$ cat src/logic/fault_diag_consts.vh
// constants for the controller fault diagnostics block
`ifndef FAULT_DIAG_CONSTS_VH
`define FAULT_DIAG_CONSTS_VH

// register byte offsets
`define REG_CONTROL        8'h00
`define REG_STATUS         8'h04
`define REG_HEALTH         8'h08
`define REG_FAULT_SOURCE   8'h0C
`define REG_HALT_CAUSE     8'h10
`define REG_ADDR_LOW       8'h14
`define REG_ADDR_HIGH      8'h18
`define REG_CHAN_SELECT    8'h1C
`define REG_CHAN_DIAG      8'h20

// control register bit positions
`define CTL_COLD_INIT      0
`define CTL_RUN            1
`define CTL_HALT_ON_FAULT  2
`define CTL_STOP_MODE      3
`define CTL_CLEAR_FLAGS    4

// status register bit positions
`define ST_RUNNING         0
`define ST_HALTED          1
`define ST_ERROR           2
`define ST_STRING          3
`define ST_ARITH           4
`define ST_INDEX           5
`define ST_STOPPED         6

// halt cause codes
`define CAUSE_HALT_INSTR   16'h2258
`define CAUSE_FLOW         16'h2259
`define CAUSE_CALL_BASE    16'h2300
`define CAUSE_CHART_LOW    8'hF4
`define CAUSE_CHART_FIRST  8'h81
`define CAUSE_CHART_LAST   8'h95
`define CAUSE_CHECKSUM     16'h9690
`define CAUSE_WATCHDOG     16'hDEB0
`define CAUSE_FRACTION     16'hDE87
`define CAUSE_DIV_ZERO     16'hDEF0
`define CAUSE_STRING       16'hDEF1
`define CAUSE_CAPACITY     16'hDEF2
`define CAUSE_INDEX        16'hDEF3

// system fault source codes
`define SRC_WATCHDOG_BUS   16'h0080
`define SRC_BUS_WIRING     16'h0081
`define SRC_STACK_INT      16'h0090

// fault kind encoding on the program fault port
`define KIND_NONE          4'h0
`define KIND_HALT_INSTR    4'h1
`define KIND_FLOW          4'h2
`define KIND_CALL          4'h3
`define KIND_UNKNOWN_FN    4'h4
`define KIND_CHART         4'h5
`define KIND_CHECKSUM      4'h6
`define KIND_WATCHDOG      4'h7
`define KIND_FRACTION      4'h8
`define KIND_DIV_ZERO      4'h9
`define KIND_STRING        4'hA
`define KIND_CAPACITY      4'hB
`define KIND_INDEX         4'hC
`define KIND_FLOAT         4'hD

// system fault kinds
`define SYS_WATCHDOG       2'h0
`define SYS_BUS_WIRING     2'h1
`define SYS_STACK_INT      2'h2

`define AXI_OKAY           2'h0
`define AXI_SLVERR         2'h2

`endif

$ cat src/logic/controller_fault_diagnostics.v
// fault classification, halt capture and status registers over AXI4-Lite
// Contract
// RQ1: blocking fault halts program, no system error
// RQ2: halt stores cause code, lights error lamp
// RQ3: halt captures faulting instruction address words
// RQ4: halt 2258, flow 2259, 23xx, 0xxx
// RQ5: chart faults coded 81F4 through 95F4
// RQ6: checksum fault 9690, watchdog overrun DEB0
// RQ7: arithmetic codes DE87, DEF0 to DEF3
// RQ8: halted device needs init; cold init bit
// RQ9: init restores data, stops tasks, fallback outputs
// RQ10: after init resume only on run command
// RQ11: recoverable faults reported, state kept running
// RQ12: module fault clears health bit, lamp on
// RQ13: task fault clears task health bit
// RQ14: eight rack health bits, cleared per rack
// RQ15: channel fault bit and type word set
// RQ16: string fault sets string fault bit
// RQ17: overrun, float, divide zero set arith bit
// RQ18: index fault bit set, cause word updated
// RQ19: halt-on-fault bit makes recoverable faults blocking
// RQ20: system fault forces error, cold restart only; code ignores it in stop mode while stopped
// RQ21: system fault source codes 80h, 81h, 90h
// RQ22: captured words held until next initialization
`timescale 1ns/100ps
`default_nettype none
`include "fault_diag_consts.vh"

module controller_fault_diagnostics #(
  parameter CHANNELS = 16,                   // diagnosable i/o channels
  parameter CHAN_W   = 4                     // channel index width
) (
  input  wire                ref_clk,        // controller clock
  input  wire                reset_n,        // async reset, active low
  // AXI4-Lite slave
  input  wire [7:0]          s_axi_awaddr,   // write address
  input  wire                s_axi_awvalid,  // write address valid
  output reg                 s_axi_awready,  // write address ready
  input  wire [31:0]         s_axi_wdata,    // write data
  input  wire [3:0]          s_axi_wstrb,    // write strobes
  input  wire                s_axi_wvalid,   // write data valid
  output reg                 s_axi_wready,   // write data ready
  output reg  [1:0]          s_axi_bresp,    // write response
  output reg                 s_axi_bvalid,   // write response valid
  input  wire                s_axi_bready,   // write response ready
  input  wire [7:0]          s_axi_araddr,   // read address
  input  wire                s_axi_arvalid,  // read address valid
  output reg                 s_axi_arready,  // read address ready
  output reg  [31:0]         s_axi_rdata,    // read data
  output reg  [1:0]          s_axi_rresp,    // read response
  output reg                 s_axi_rvalid,   // read data valid
  input  wire                s_axi_rready,   // read data ready
  // program engine fault reporting, same clock
  input  wire                progFault,      // one-cycle fault strobe
  input  wire [3:0]          progFaultKind,  // fault kind code
  input  wire [7:0]          progFaultArg,   // chart index or low byte
  input  wire [31:0]         instrAddr,      // address of executing instr
  // system fault reporting, same clock
  input  wire                sysFault,       // one-cycle system fault strobe
  input  wire [1:0]          sysFaultKind,   // system fault kind
  // rack i/o fault reporting, same clock
  input  wire                ioFault,        // one-cycle i/o fault strobe
  input  wire [2:0]          ioFaultRack,    // rack address 0..7
  input  wire                ioFaultInTask,  // fault seen in running task
  input  wire [CHAN_W-1:0]   ioFaultChan,    // faulty channel
  input  wire [15:0]         ioFaultType,    // module specific fault type
  // outputs to the cpu
  output reg                 runEnable,      // program execution allowed
  output reg                 initPulse,      // one-cycle init to tasks/data
  output reg                 outputsFallback,// outputs in fallback position
  output reg                 inputRefresh,   // one-cycle input image refresh
  output reg                 errLamp,        // error lamp
  output reg                 ioLamp,         // cpu i/o lamp steady
  output reg                 moduleIoHealthN,// module i/o health, low = fault
  output reg                 taskIoHealthN   // task i/o health, low = fault
);

  // ==========================================================
  // state machine
  localparam [3:0] ST_STOP = 4'b0001;
  localparam [3:0] ST_RUN  = 4'b0010;
  localparam [3:0] ST_HALT = 4'b0100;
  localparam [3:0] ST_ERR  = 4'b1000;

  reg  [3:0]          state;
  reg  [3:0]          next_state;
  reg  [15:0]         haltCause;
  reg  [15:0]         faultSource;
  reg  [31:0]         faultAddr;
  reg                 stringFault;
  reg                 arithFault;
  reg                 indexFault;
  reg                 haltOnFault;
  reg                 stopMode;
  reg  [7:0]          rackHealthN;
  reg  [CHANNELS-1:0] chanFault;
  reg  [15:0]         chanType [0:CHANNELS-1];
  reg  [CHAN_W-1:0]   chanSel;
  reg                 coldInitReq;
  reg                 runReq;
  reg                 clearReq;

  // cause code for the reported kind, plus blocking class
  reg  [15:0]         faultCode;
  reg                 alwaysBlocking;
  reg                 recoverable;
  always @*
  begin
    faultCode      = 16'h0000;
    alwaysBlocking = (progFaultKind >= `KIND_HALT_INSTR) && (progFaultKind <= `KIND_WATCHDOG);
    recoverable    = (progFaultKind >= `KIND_FRACTION) && (progFaultKind <= `KIND_FLOAT);
    case (progFaultKind)
      // RQ4: control flow codes
      `KIND_HALT_INSTR: faultCode = `CAUSE_HALT_INSTR;
      `KIND_FLOW:       faultCode = `CAUSE_FLOW;
      `KIND_CALL:       faultCode = `CAUSE_CALL_BASE | {8'h00, progFaultArg};
      `KIND_UNKNOWN_FN: faultCode = {8'h00, progFaultArg};
      // RQ5: chart codes, arg clamps to allowed range
      `KIND_CHART:
        if (progFaultArg < `CAUSE_CHART_FIRST)
          faultCode = {`CAUSE_CHART_FIRST, `CAUSE_CHART_LOW};
        else if (progFaultArg > `CAUSE_CHART_LAST)
          faultCode = {`CAUSE_CHART_LAST, `CAUSE_CHART_LOW};
        else
          faultCode = {progFaultArg, `CAUSE_CHART_LOW};
      // RQ6: checksum and watchdog
      `KIND_CHECKSUM:   faultCode = `CAUSE_CHECKSUM;
      `KIND_WATCHDOG:   faultCode = `CAUSE_WATCHDOG;
      // RQ7: arithmetic codes, recoverable unless forced
      `KIND_FRACTION, `KIND_FLOAT: faultCode = `CAUSE_FRACTION;
      `KIND_DIV_ZERO:   faultCode = `CAUSE_DIV_ZERO;
      `KIND_STRING:     faultCode = `CAUSE_STRING;
      `KIND_CAPACITY:   faultCode = `CAUSE_CAPACITY;
      `KIND_INDEX:      faultCode = `CAUSE_INDEX;
      default:          faultCode = 16'h0000;
    endcase
  end
  wire progActive = progFault && (state == ST_RUN);
  // RQ19: halt-on-fault promotes recoverable faults
  wire blocking   = progActive && (alwaysBlocking || (recoverable && haltOnFault));
  wire doInit     = coldInitReq && (state != ST_RUN);

  always @*
  begin
    next_state = state;
    case (state)
      ST_STOP:
        // RQ10: resume only on run command
        if (runReq && !coldInitReq)
          next_state = ST_RUN;
      ST_RUN:
        // RQ1: blocking fault enters halt
        if (blocking)
          next_state = ST_HALT;
      ST_HALT, ST_ERR:
        // RQ8: halt and error states left only by init, halt also by a system fault
        if (doInit)
          next_state = ST_STOP;
      default:
        next_state = ST_STOP;
    endcase
    // RQ20: system fault overrides everything except in stop mode while stopped
    if (sysFault && !(stopMode && state == ST_STOP))
      next_state = ST_ERR;
  end

  // ==========================================================
  // state, capture and flags
  integer i;
  always @(posedge ref_clk or negedge reset_n)
  begin
    if (!reset_n)
    begin
      state           <= ST_STOP;
      haltCause       <= 16'h0000;
      faultSource     <= 16'h0000;
      faultAddr       <= 32'h00000000;
      stringFault     <= 1'b0;
      arithFault      <= 1'b0;
      indexFault      <= 1'b0;
      rackHealthN     <= 8'hFF;
      moduleIoHealthN <= 1'b1;
      taskIoHealthN   <= 1'b1;
      chanFault       <= {CHANNELS{1'b0}};
      errLamp         <= 1'b0;
      ioLamp          <= 1'b0;
      runEnable       <= 1'b0;
      initPulse       <= 1'b0;
      inputRefresh    <= 1'b0;
      outputsFallback <= 1'b1;
      for (i = 0; i < CHANNELS; i = i + 1)
        chanType[i] <= 16'h0000;
    end
    else
    begin
      state           <= next_state;
      runEnable       <= (next_state == ST_RUN);
      // RQ9: init pulses refresh, fallback outputs
      initPulse       <= doInit;
      inputRefresh    <= doInit;
      outputsFallback <= (next_state != ST_RUN);
      // RQ2: error lamp follows halt
      errLamp         <= (next_state == ST_HALT);
      if (doInit)
      begin
        // RQ22: captured words cleared only here
        haltCause       <= 16'h0000;
        faultSource     <= 16'h0000;
        faultAddr       <= 32'h00000000;
        stringFault     <= 1'b0;
        arithFault      <= 1'b0;
        indexFault      <= 1'b0;
        rackHealthN     <= 8'hFF;
        moduleIoHealthN <= 1'b1;
        taskIoHealthN   <= 1'b1;
        chanFault       <= {CHANNELS{1'b0}};
        ioLamp          <= 1'b0;
      end
      else
      begin
        if (clearReq)
        begin
          stringFault <= 1'b0;
          arithFault  <= 1'b0;
          indexFault  <= 1'b0;
        end
        // RQ18: cause word updated on every program fault with a nonzero code while running
        if (progActive && faultCode != 16'h0000)
          haltCause <= faultCode;
        // RQ3: capture instruction address on halt
        if (blocking)
          faultAddr <= instrAddr;
        // RQ11: recoverable faults set flags, halt only if halt-on-fault; set beats clear
        if (progActive)
        begin
          // RQ16: string flag
          if (progFaultKind == `KIND_STRING)
            stringFault <= 1'b1;
          // RQ17: arithmetic flag
          if (progFaultKind == `KIND_CAPACITY || progFaultKind == `KIND_FLOAT
              || progFaultKind == `KIND_DIV_ZERO || progFaultKind == `KIND_FRACTION)
            arithFault <= 1'b1;
          // RQ18: index flag
          if (progFaultKind == `KIND_INDEX)
            indexFault <= 1'b1;
        end
      end
      // RQ21: fault source code; set wins over init
      if (sysFault && next_state == ST_ERR)
      begin
        case (sysFaultKind)
          `SYS_WATCHDOG:   faultSource <= `SRC_WATCHDOG_BUS;
          `SYS_BUS_WIRING: faultSource <= `SRC_BUS_WIRING;
          default:         faultSource <= `SRC_STACK_INT;
        endcase
        ioLamp <= 1'b1;
      end
      if (ioFault)
      begin
        // RQ12: module health low, lamp steady
        moduleIoHealthN <= 1'b0;
        ioLamp          <= 1'b1;
        // RQ13: task health
        if (ioFaultInTask)
          taskIoHealthN <= 1'b0;
        // RQ14: per-rack health
        rackHealthN[ioFaultRack] <= 1'b0;
        // RQ15: channel bit and type
        chanFault[ioFaultChan] <= 1'b1;
        chanType[ioFaultChan]  <= ioFaultType;
      end
    end
  end

  // ==========================================================
  // AXI4-Lite slave
  reg         awHeld;
  reg         wHeld;
  reg  [7:0]  awAddr;
  reg  [31:0] wData;
  reg  [3:0]  wStrb;
  wire        doWrite = awHeld && wHeld && !s_axi_bvalid;

  always @(posedge ref_clk or negedge reset_n)
  begin
    if (!reset_n)
    begin
      s_axi_awready <= 1'b0;
      s_axi_wready  <= 1'b0;
      s_axi_bvalid  <= 1'b0;
      s_axi_bresp   <= `AXI_OKAY;
      awHeld        <= 1'b0;
      wHeld         <= 1'b0;
      awAddr        <= 8'h00;
      wData         <= 32'h00000000;
      wStrb         <= 4'h0;
      haltOnFault   <= 1'b0;
      stopMode      <= 1'b0;
      chanSel       <= {CHAN_W{1'b0}};
      coldInitReq   <= 1'b0;
      runReq        <= 1'b0;
      clearReq      <= 1'b0;
    end
    else
    begin
      coldInitReq   <= 1'b0;
      runReq        <= 1'b0;
      clearReq      <= 1'b0;
      s_axi_awready <= !awHeld && !s_axi_awready && s_axi_awvalid;
      s_axi_wready  <= !wHeld && !s_axi_wready && s_axi_wvalid;
      if (s_axi_awvalid && s_axi_awready)
      begin
        awHeld <= 1'b1;
        awAddr <= s_axi_awaddr;
      end
      if (s_axi_wvalid && s_axi_wready)
      begin
        wHeld <= 1'b1;
        wData <= s_axi_wdata;
        wStrb <= s_axi_wstrb;
      end
      if (s_axi_bvalid && s_axi_bready)
        s_axi_bvalid <= 1'b0;
      if (doWrite)
      begin
        awHeld       <= 1'b0;
        wHeld        <= 1'b0;
        s_axi_bvalid <= 1'b1;
        s_axi_bresp  <= `AXI_OKAY;
        case ({awAddr[7:2], 2'b00})
          `REG_CONTROL:
            if (wStrb[0])
            begin
              // RQ8: cold init bit self clears
              coldInitReq <= wData[`CTL_COLD_INIT];
              runReq      <= wData[`CTL_RUN];
              haltOnFault <= wData[`CTL_HALT_ON_FAULT];
              stopMode    <= wData[`CTL_STOP_MODE];
              clearReq    <= wData[`CTL_CLEAR_FLAGS];
            end
          `REG_CHAN_SELECT:
            if (wStrb[0])
              chanSel <= wData[CHAN_W-1:0];
          `REG_STATUS, `REG_HEALTH, `REG_FAULT_SOURCE, `REG_HALT_CAUSE,
          `REG_ADDR_LOW, `REG_ADDR_HIGH, `REG_CHAN_DIAG:
            s_axi_bresp <= `AXI_OKAY;
          default:
            s_axi_bresp <= `AXI_SLVERR;
        endcase
      end
    end
  end

  // read path: one read at a time, answer one cycle after address
  always @(posedge ref_clk or negedge reset_n)
  begin
    if (!reset_n)
    begin
      s_axi_arready <= 1'b0;
      s_axi_rvalid  <= 1'b0;
      s_axi_rdata   <= 32'h00000000;
      s_axi_rresp   <= `AXI_OKAY;
    end
    else
    begin
      s_axi_arready <= !s_axi_arready && !s_axi_rvalid && s_axi_arvalid;
      if (s_axi_rvalid && s_axi_rready)
        s_axi_rvalid <= 1'b0;
      if (s_axi_arvalid && s_axi_arready)
      begin
        s_axi_rvalid <= 1'b1;
        s_axi_rresp  <= `AXI_OKAY;
        case ({s_axi_araddr[7:2], 2'b00})
          `REG_CONTROL:      s_axi_rdata <= {28'h0000000, stopMode, haltOnFault, 2'b00};
          `REG_STATUS:
            s_axi_rdata <= {25'h0000000, state == ST_STOP, indexFault, arithFault, stringFault,
                            state == ST_ERR, state == ST_HALT, state == ST_RUN};
          `REG_HEALTH:
            s_axi_rdata <= {22'h000000, taskIoHealthN, moduleIoHealthN, rackHealthN};
          `REG_FAULT_SOURCE: s_axi_rdata <= {16'h0000, faultSource};
          `REG_HALT_CAUSE:   s_axi_rdata <= {16'h0000, haltCause};
          `REG_ADDR_LOW:     s_axi_rdata <= {16'h0000, faultAddr[15:0]};
          `REG_ADDR_HIGH:    s_axi_rdata <= {16'h0000, faultAddr[31:16]};
          `REG_CHAN_SELECT:  s_axi_rdata <= {{(32-CHAN_W){1'b0}}, chanSel};
          `REG_CHAN_DIAG:    s_axi_rdata <= {15'h0000, chanFault[chanSel], chanType[chanSel]};
          default:
          begin
            s_axi_rdata <= 32'h00000000;
            s_axi_rresp <= `AXI_SLVERR;
          end
        endcase
      end
    end
  end

endmodule
`default_nettype wire

$ cat config.mk
export PLATFORM = sky130hd
export DESIGN_NAME = controller_fault_diagnostics
export DESIGN_NICKNAME = d
export VERILOG_FILES = /design/src/logic/controller_fault_diagnostics.v
export VERILOG_INCLUDE_DIRS = /design/src /design/src/logic
export SDC_FILE = /design/constraint.sdc
export NUM_CORES = 1
export LEC_CHECK = 0
export CAP_MARGIN = 0
export CORE_MARGIN = 8
export CORE_UTILIZATION = 60
export DETAILED_ROUTE_END_ITERATION = 16
export DONT_BUFFER_PORTS = 1
export PLACE_DENSITY = 0.81
export SETUP_SLACK_MARGIN = 0.15
export SYNTH_ARGS = -nofsm -noshare
export SYNTH_HDL_FRONTEND = slang
export SYNTH_SLANG_ARGS = --single-unit
export TNS_END_PERCENT = 5
$ cat constraint.sdc
create_clock -name ref_clk -period 5 [get_ports ref_clk]
set_clock_uncertainty 0.15 [all_clocks]
set_input_delay 0.5 -clock ref_clk [delete_from_list [all_inputs] [get_ports ref_clk]]
set_output_delay 0.5 -clock ref_clk [all_outputs]
set_load 0.01 [all_outputs]
======== Yosys cells after proc, flatten, opt, wreduce, memory -nomap -nowiden ========
Cells that the tools add are included.
cells by class
  bitwise gates (word level) .............. 5
  equality and inequality tests ........... 39
  magnitude comparators ................... 14
  muxes and demuxes ....................... 71
  reductions and logical operators ........ 59
operators by type and width
  kind                                                              number
  256-bit bitwise mux                                               1
  16-bit case mux with 12 select lines                              1
  16-bit 2-to-1 mux                                                 11
  17-bit case mux with 9 select lines                               1
  16-bit binary-select mux with 4-bit select                        1
  16-bit demux with 4-bit select                                    1
  32-bit 2-to-1 mux                                                 2
  6-bit by 3-bit == test with 1-bit output (second input constant)  8
  1-bit 2-to-1 mux                                                  40
  4-bit == test (second input constant)                             8
  1-bit logical AND                                                 27
  4-bit by 3-bit == test with 1-bit output (second input constant)  6
  6-bit by 2-bit == test with 1-bit output (second input constant)  4
  9-bit OR reduction                                                2
  4-bit by 2-bit == test with 1-bit output (second input constant)  4
  4-bit 2-to-1 mux                                                  4
  8-bit 2-to-1 mux                                                  2
  16-bit OR                                                         1
  16-bit nonzero test                                               1
  2-bit nonzero test                                                8
  6-bit by 1-bit == test with 1-bit output (second input constant)  2
  6-bit by 4-bit == test with 1-bit output (second input constant)  2
  6-bit zero test                                                   2
  4-bit case mux with 3 select lines                                1
  other kinds (28)                                                  48
word-level totals
  bits in registers ....................... 424
  word-level logic and storage cells ...... 239
  output and inout bits ................... 49

======== Depth between registers and ports, before layout ========
  depth after elaboration ................. 12
  depth in mapped cells ................... 9
  mapped depth without buffers ............ 6

======== Worst setup path before layout ========
OpenSTA, ideal clock, no wires.
  path type ............................... register to register
  start point ............................. register chanSel[0]
  end point ............................... register s_axi_rdata[15]
  cell stages (with the launch flop) ...... 8
  period minus slack after synthesis ...... 2.186 ns
  arrival time ............................ 1.906 ns
  path slack .............................. 2.814 ns
  buffers on the path ..................... 3
  library setup time ...................... 0.130 ns
  cells stage by stage .................... dfrtp_1 > buf_6 > buf_6 > buf_4 > mux4_2 > mux4_2 > inv_1 > o21ai_1
on the way
  word-level cells in the longest chain between the ends .. 5
RTL lines
  item                                                  RTL line                            RTL
  from (decl)                                           controller_fault_diagnostics.v:98   reg [CHAN_W-1:0] chanSel;
  from (signal assigned)                                controller_fault_diagnostics.v:299  chanSel <= {CHAN_W{1'b0}};
  from (signal assigned)                                controller_fault_diagnostics.v:343  chanSel <= wData[CHAN_W-1:0];
  4-bit NOT with 5-bit output (implied by the code)     controller_fault_diagnostics.v:385  `REG_CHAN_DIAG: s_axi_rdata <= {15'h0000, chanFault[chanSel], chanType[chanSel]};
  16-bit binary-select mux with 4-bit select            controller_fault_diagnostics.v:385
  16-bit 2-to-1 mux (implied by the code) (2 in a row)  controller_fault_diagnostics.v:385
  17-bit case mux with 9 select lines                   controller_fault_diagnostics.v:373  case ({s_axi_araddr[7:2], 2'b00})
  to (signal assigned)                                  controller_fault_diagnostics.v:374  `REG_CONTROL: s_axi_rdata <= {28'h0000000, stopMode, haltOnFault, 2'b00};
  to (signal assigned)                                  controller_fault_diagnostics.v:376  s_axi_rdata <= {25'h0000000, state == ST_STOP, indexFault, arithFault, stringFault,
  to (signal assigned)                                  controller_fault_diagnostics.v:385
  to (decl)                                             controller_fault_diagnostics.v:49   output reg [31:0] s_axi_rdata,
No other way between the ends. The select of a mux whose other input is x is not followed.
A chain may end at the register's enable or synchronous reset.

======== Worst setup path in the final report ========
  start point ............................. register chanSel[0]
  end point ............................... register s_axi_rdata[7]
The elaborated chain is that of the path after synthesis.

==> impl_metrics.prom <==
# TYPE chip_impl_metric gauge
chip_impl_info{name="outcome",value="finished, violations left"} 1
chip_impl_info{name="failing_checks",value="negative hold slack"} 1
chip_impl_metric{name="yosys_warnings",unit=""} 0
chip_impl_metric{name="place_inst",unit=""} 1690
chip_impl_info{name="r2r-start",value="chanSel[0]"} 1
chip_impl_metric{name="p_int",unit="mW"} 6.96
chip_impl_info{name="layout_commonest_cell",value="dfrtp_1"} 1
chip_impl_metric{name="postSynthCellCount",unit=""} 1376
chip_impl_metric{name="finalSetupViolations",unit=""} 0
chip_impl_metric{name="syn_to_final_growth",unit="%"} 12.8
chip_impl_metric{name="cts-hold-fix-buffers",unit=""} 74
chip_impl_info{name="critPathLaunchType",value="flop"} 1
chip_impl_metric{name="first_global_vias",unit=""} 12500
chip_impl_metric{name="rr_worst_depth",unit=""} 4
chip_impl_metric{name="grt_start_max_net_pins",unit=""} 393
chip_impl_info{name="cts.root.buffer_cell",value="clkbuf_16"} 1
chip_impl_metric{name="io_pins",unit=""} 181
chip_impl_info{name="yosys_most_used_dff",value="dfrtp_1"} 1
chip_impl_metric{name="portBuffers",unit=""} 0
chip_impl_metric{name="clk_path_buf_depth",unit=""} 3
chip_impl_metric{name="number_of_enable_flip_flop_cells_after_synthesis",unit=""} 0
chip_impl_metric{name="asyncSetResetFlopFracSynth",unit="%"} 100
chip_impl_metric{name="clock_insertion_delay_worst_skew",unit="ps"} 550
chip_impl_metric{name="drive_above_1_share",unit="%"} 33.6
chip_impl_metric{name="row_count",unit=""} 64
chip_impl_metric{name="wire_length_of_the_first_global_routing_pass",unit="um"} 73900
chip_impl_metric{name="die-area",unit="um^2"} 36500
chip_impl_info{name="timing.critical_path.to_type",value="flop"} 1
chip_impl_metric{name="grt_antenna_before_repair",unit=""} 2
chip_impl_metric{name="vias",unit=""} 11800
chip_impl_metric{name="finish.utilization",unit="%"} 68.3
chip_impl_metric{name="finalSetupTns",unit="ps"} 0
chip_impl_info{name="tritoncts",value="yes"} 1
chip_impl_metric{name="post-cts-setup-buffer-count",unit=""} 0
chip_impl_metric{name="yosysSeqAreaShare",unit="%"} 53.4
chip_impl_metric{name="maxSlewViolCount",unit=""} 0
chip_impl_info{name="min-delay-path-class",value="input port to asynchronous set/reset pin"} 1
chip_impl_metric{name="mappedNetlistArea",unit="um^2"} 18400
chip_impl_metric{name="power_switching_share",unit="%"} 25.9
chip_impl_metric{name="synth.ff_latch_count",unit=""} 392
chip_impl_metric{name="static-leakage-power",unit="nW"} 8.70
chip_impl_metric{name="design.core.area",unit="um^2"} 30300
chip_impl_metric{name="vdd.ir_drop.worst",unit="mV"} 0.399
chip_impl_info{name="rr_endpoint",value="s_axi_rdata[7]"} 1
chip_impl_metric{name="stdcell_area",unit="um^2"} 20700
chip_impl_metric{name="r2r_slack",unit="ps"} 1910
chip_impl_metric{name="finalNonFillerCells",unit=""} 1841
chip_impl_metric{name="combPwrFrac",unit="%"} 18.5
chip_impl_metric{name="synth.lib_cells_used.distinct",unit=""} 66
chip_impl_metric{name="critical_path_peak_fanout",unit=""} 33
chip_impl_metric{name="grt_overflow_total",unit=""} 0
chip_impl_metric{name="report.power.total",unit="mW"} 9.39
chip_impl_metric{name="drtPass1Iterations",unit=""} 5
chip_impl_metric{name="dieHeight",unit="um"} 191
chip_impl_metric{name="fmax",unit="GHz"} 0.323
chip_impl_metric{name="maxSlewHeadroom",unit="%"} 21.1
chip_impl_metric{name="netsw",unit="mW"} 2.43
chip_impl_metric{name="dpl_cell_area",unit="um^2"} 18500
chip_impl_metric{name="routed_wirelength",unit="um"} 46800
chip_impl_info{name="timing_worst_setup_path_type",value="flop to flop"} 1
chip_impl_metric{name="drc_violation_total_after_the_first_tritonroute_iteration",unit=""} 955
chip_impl_metric{name="pnr_worst_setup_slack",unit="ps"} 1910
chip_impl_metric{name="worst_slew_pin_slew",unit="ps"} 1180
chip_impl_metric{name="power.density",unit="nW/um^2"} 453
chip_impl_metric{name="clkPwrFrac",unit="%"} 34.6
chip_impl_metric{name="post_cts_resized",unit=""} 0
chip_impl_metric{name="finalWeightedCongestion",unit=""} 0.905
chip_impl_metric{name="cts-buffers-inserted",unit=""} 41
chip_impl_info{name="critical_path.startpoint",value="chanSel[0]"} 1
chip_impl_metric{name="final_nets",unit=""} 1543
chip_impl_metric{name="layout.filler_cells",unit=""} 1989
chip_impl_metric{name="detail_route.vias_per_cell",unit=""} 6.42
chip_impl_metric{name="cts-htree-levels",unit=""} 2
chip_impl_info{name="final_cell_mix",value="dfrtp_1 (378), mux2_2 (282), nand2_1 (127), mux4_2 (82), dlygate4sd3_1 (74)"} 1
chip_impl_metric{name="period_needed",unit="ps"} 3090
chip_impl_metric{name="drcViolationCount",unit=""} 0
chip_impl_metric{name="hpwlAfterDp",unit="um"} 29300
chip_impl_metric{name="p_seq_share",unit="%"} 46.9
chip_impl_metric{name="die_w",unit="um"} 191
chip_impl_metric{name="numClockSinks",unit=""} 392
chip_impl_info{name="critical_path.endpoint",value="s_axi_rdata[7]"} 1
chip_impl_metric{name="whs",unit="ps"} -500
chip_impl_metric{name="cap_viol_max_count",unit=""} 0
chip_impl_metric{name="worst-endpoint-arrival",unit="ps"} 3370
chip_impl_metric{name="post-route-period-util",unit="%"} 61.9
chip_impl_metric{name="dp_worst_setup_slack",unit="ps"} 1860
chip_impl_metric{name="wl_per_cell",unit="um"} 25.4
chip_impl_metric{name="clk_pin_slew_worst_setup_hold_paths",unit="ps"} 60
chip_impl_info{name="setup_repair_after_global_routing_missed_its_margin",value="false"} 1
chip_impl_metric{name="timing_hold_violations_final",unit=""} 388
chip_impl_metric{name="synth.avg_cell_area",unit="um^2"} 13.4
chip_impl_metric{name="critical_path_required",unit="ps"} 5280
chip_impl_metric{name="groute.usage.overall",unit="%"} 26.1
chip_impl_metric{name="count_of_antenna_violating_nets_left_after_detailed_routing",unit=""} 0
chip_impl_metric{name="initial_cell_density_of_the_core",unit="%"} 60.6
routing by layer:
metal | share of wire [%] | wire (um) | vias up | GRT usage (%)
li1 | - | - | 5106 | -
met1 | 39 | 18200 | 6162 | 33.8
met2 | 49 | 23100 | 434 | 42.5
met3 | 7.9 | 3700 | 110 | 5.64
met4 | 3.7 | 1740 | 0 | 10.6
met5 | 0 | 0 | - | 0
worst min-delay path by stage:
stage / from / to / slack, ps
CTS: reset_n / faultAddr[20] / -490
global placement: reset_n / faultAddr[28] / 70
global route: reset_n / faultAddr[29] / -500
detailed placement: reset_n / faultAddr[28] / 70
finish: reset_n / faultAddr[28] / -500
floorplan: reset_n / arithFault / 50
cell type report:
cell class | instances | area, um^2 | share of cell area, %
timing repair buffer | 98 | 921 | 4.44
antenna | 3 | 7.51 | 0.0362
clock inverter | 10 | 186 | 0.899
multi-input combinational | 854 | 7950 | 38.3
tap | 396 | 495 | 2.39
inverter | 24 | 90.1 | 0.434
sequential | 392 | 9830 | 47.4
clock buffer | 64 | 1260 | 6.09
state kept, by name (all words and copies together), names as in the netlist, 3 cells and up:
name,count
chanType,256
faultAddr,32
s_axi_rdata,17
chanFault,16
haltCause,16
rackHealthN,8
awAddr,6
wData,5
chanSel,4
state,4
faultSource,3
critical path, cell delays in order, from the launching register on:
cell and delay [ps]:
dfrtp_4 830, buf_4 530, mux4_2 560, mux4_2 520
a221o_1 340
logic make-up after synthesis:
group / after synthesis / synth area share (%)
AO/OA/AOI/OAI: 204 / 7.22
buffers and inverters: 146 / 3.88
XOR/XNOR: 5 / 0.238
multiplexers: 383 / 28.9
flip-flops: 392 / 53.4
AND/OR/NAND/NOR: 244 / 6.26
other: 1 / 0.0204
adder cells (fa/ha/maj): 1 / 0.0544
power groups by stage:
stage / logic [mW] / clock network (mW) / registers [mW]
after CTS: 1.73 / 3.27 / 4.40
after floorplan: 1.44 / 0 / 4.22
after global placement: 1.56 / 0 / 4.38
final: 1.73 / 3.25 / 4.40
after detailed placement: 1.64 / 0 / 4.44
after global routing: 1.86 / 3.40 / 4.50
synth_stat cells, types with 5 or more instances:
| cell | count | area share (%) |
|---|---|---|
| nand2_1 | 127 | 2.6 |
| buf_1 | 14 | 0.29 |
| buf_4 | 25 | 1.0 |
| a211oi_1 | 7 | 0.29 |
| o21ai_1 | 54 | 1.5 |
| o211ai_1 | 7 | 0.29 |
| dfstp_2 | 12 | 1.7 |
| xnor2_1 | 5 | 0.24 |
| a21o_1 | 16 | 0.65 |
| o21ai_0 | 27 | 0.74 |
| nor3b_1 | 7 | 0.29 |
| nor2_1 | 39 | 0.80 |
| nand2b_1 | 12 | 0.41 |
| nand3_1 | 12 | 0.33 |
| dfrtp_1 | 380 | 52 |
| buf_2 | 20 | 0.54 |
| nor3_1 | 7 | 0.19 |
| a22oi_1 | 15 | 0.61 |
| a21oi_1 | 24 | 0.65 |
| mux2_2 | 282 | 17 |
| mux4_2 | 82 | 10 |
| a32oi_1 | 7 | 0.33 |
| nand3b_1 | 7 | 0.29 |
| mux4_1 | 6 | 0.86 |
| clkbuf_1 | 58 | 1.2 |
| and2_1 | 6 | 0.20 |
| mux2i_1 | 13 | 0.71 |
| nor2b_1 | 10 | 0.34 |
| o31ai_1 | 5 | 0.20 |
| a31oi_1 | 7 | 0.24 |
| inv_1 | 23 | 0.47 |
(Power assumes the default switching activity.)
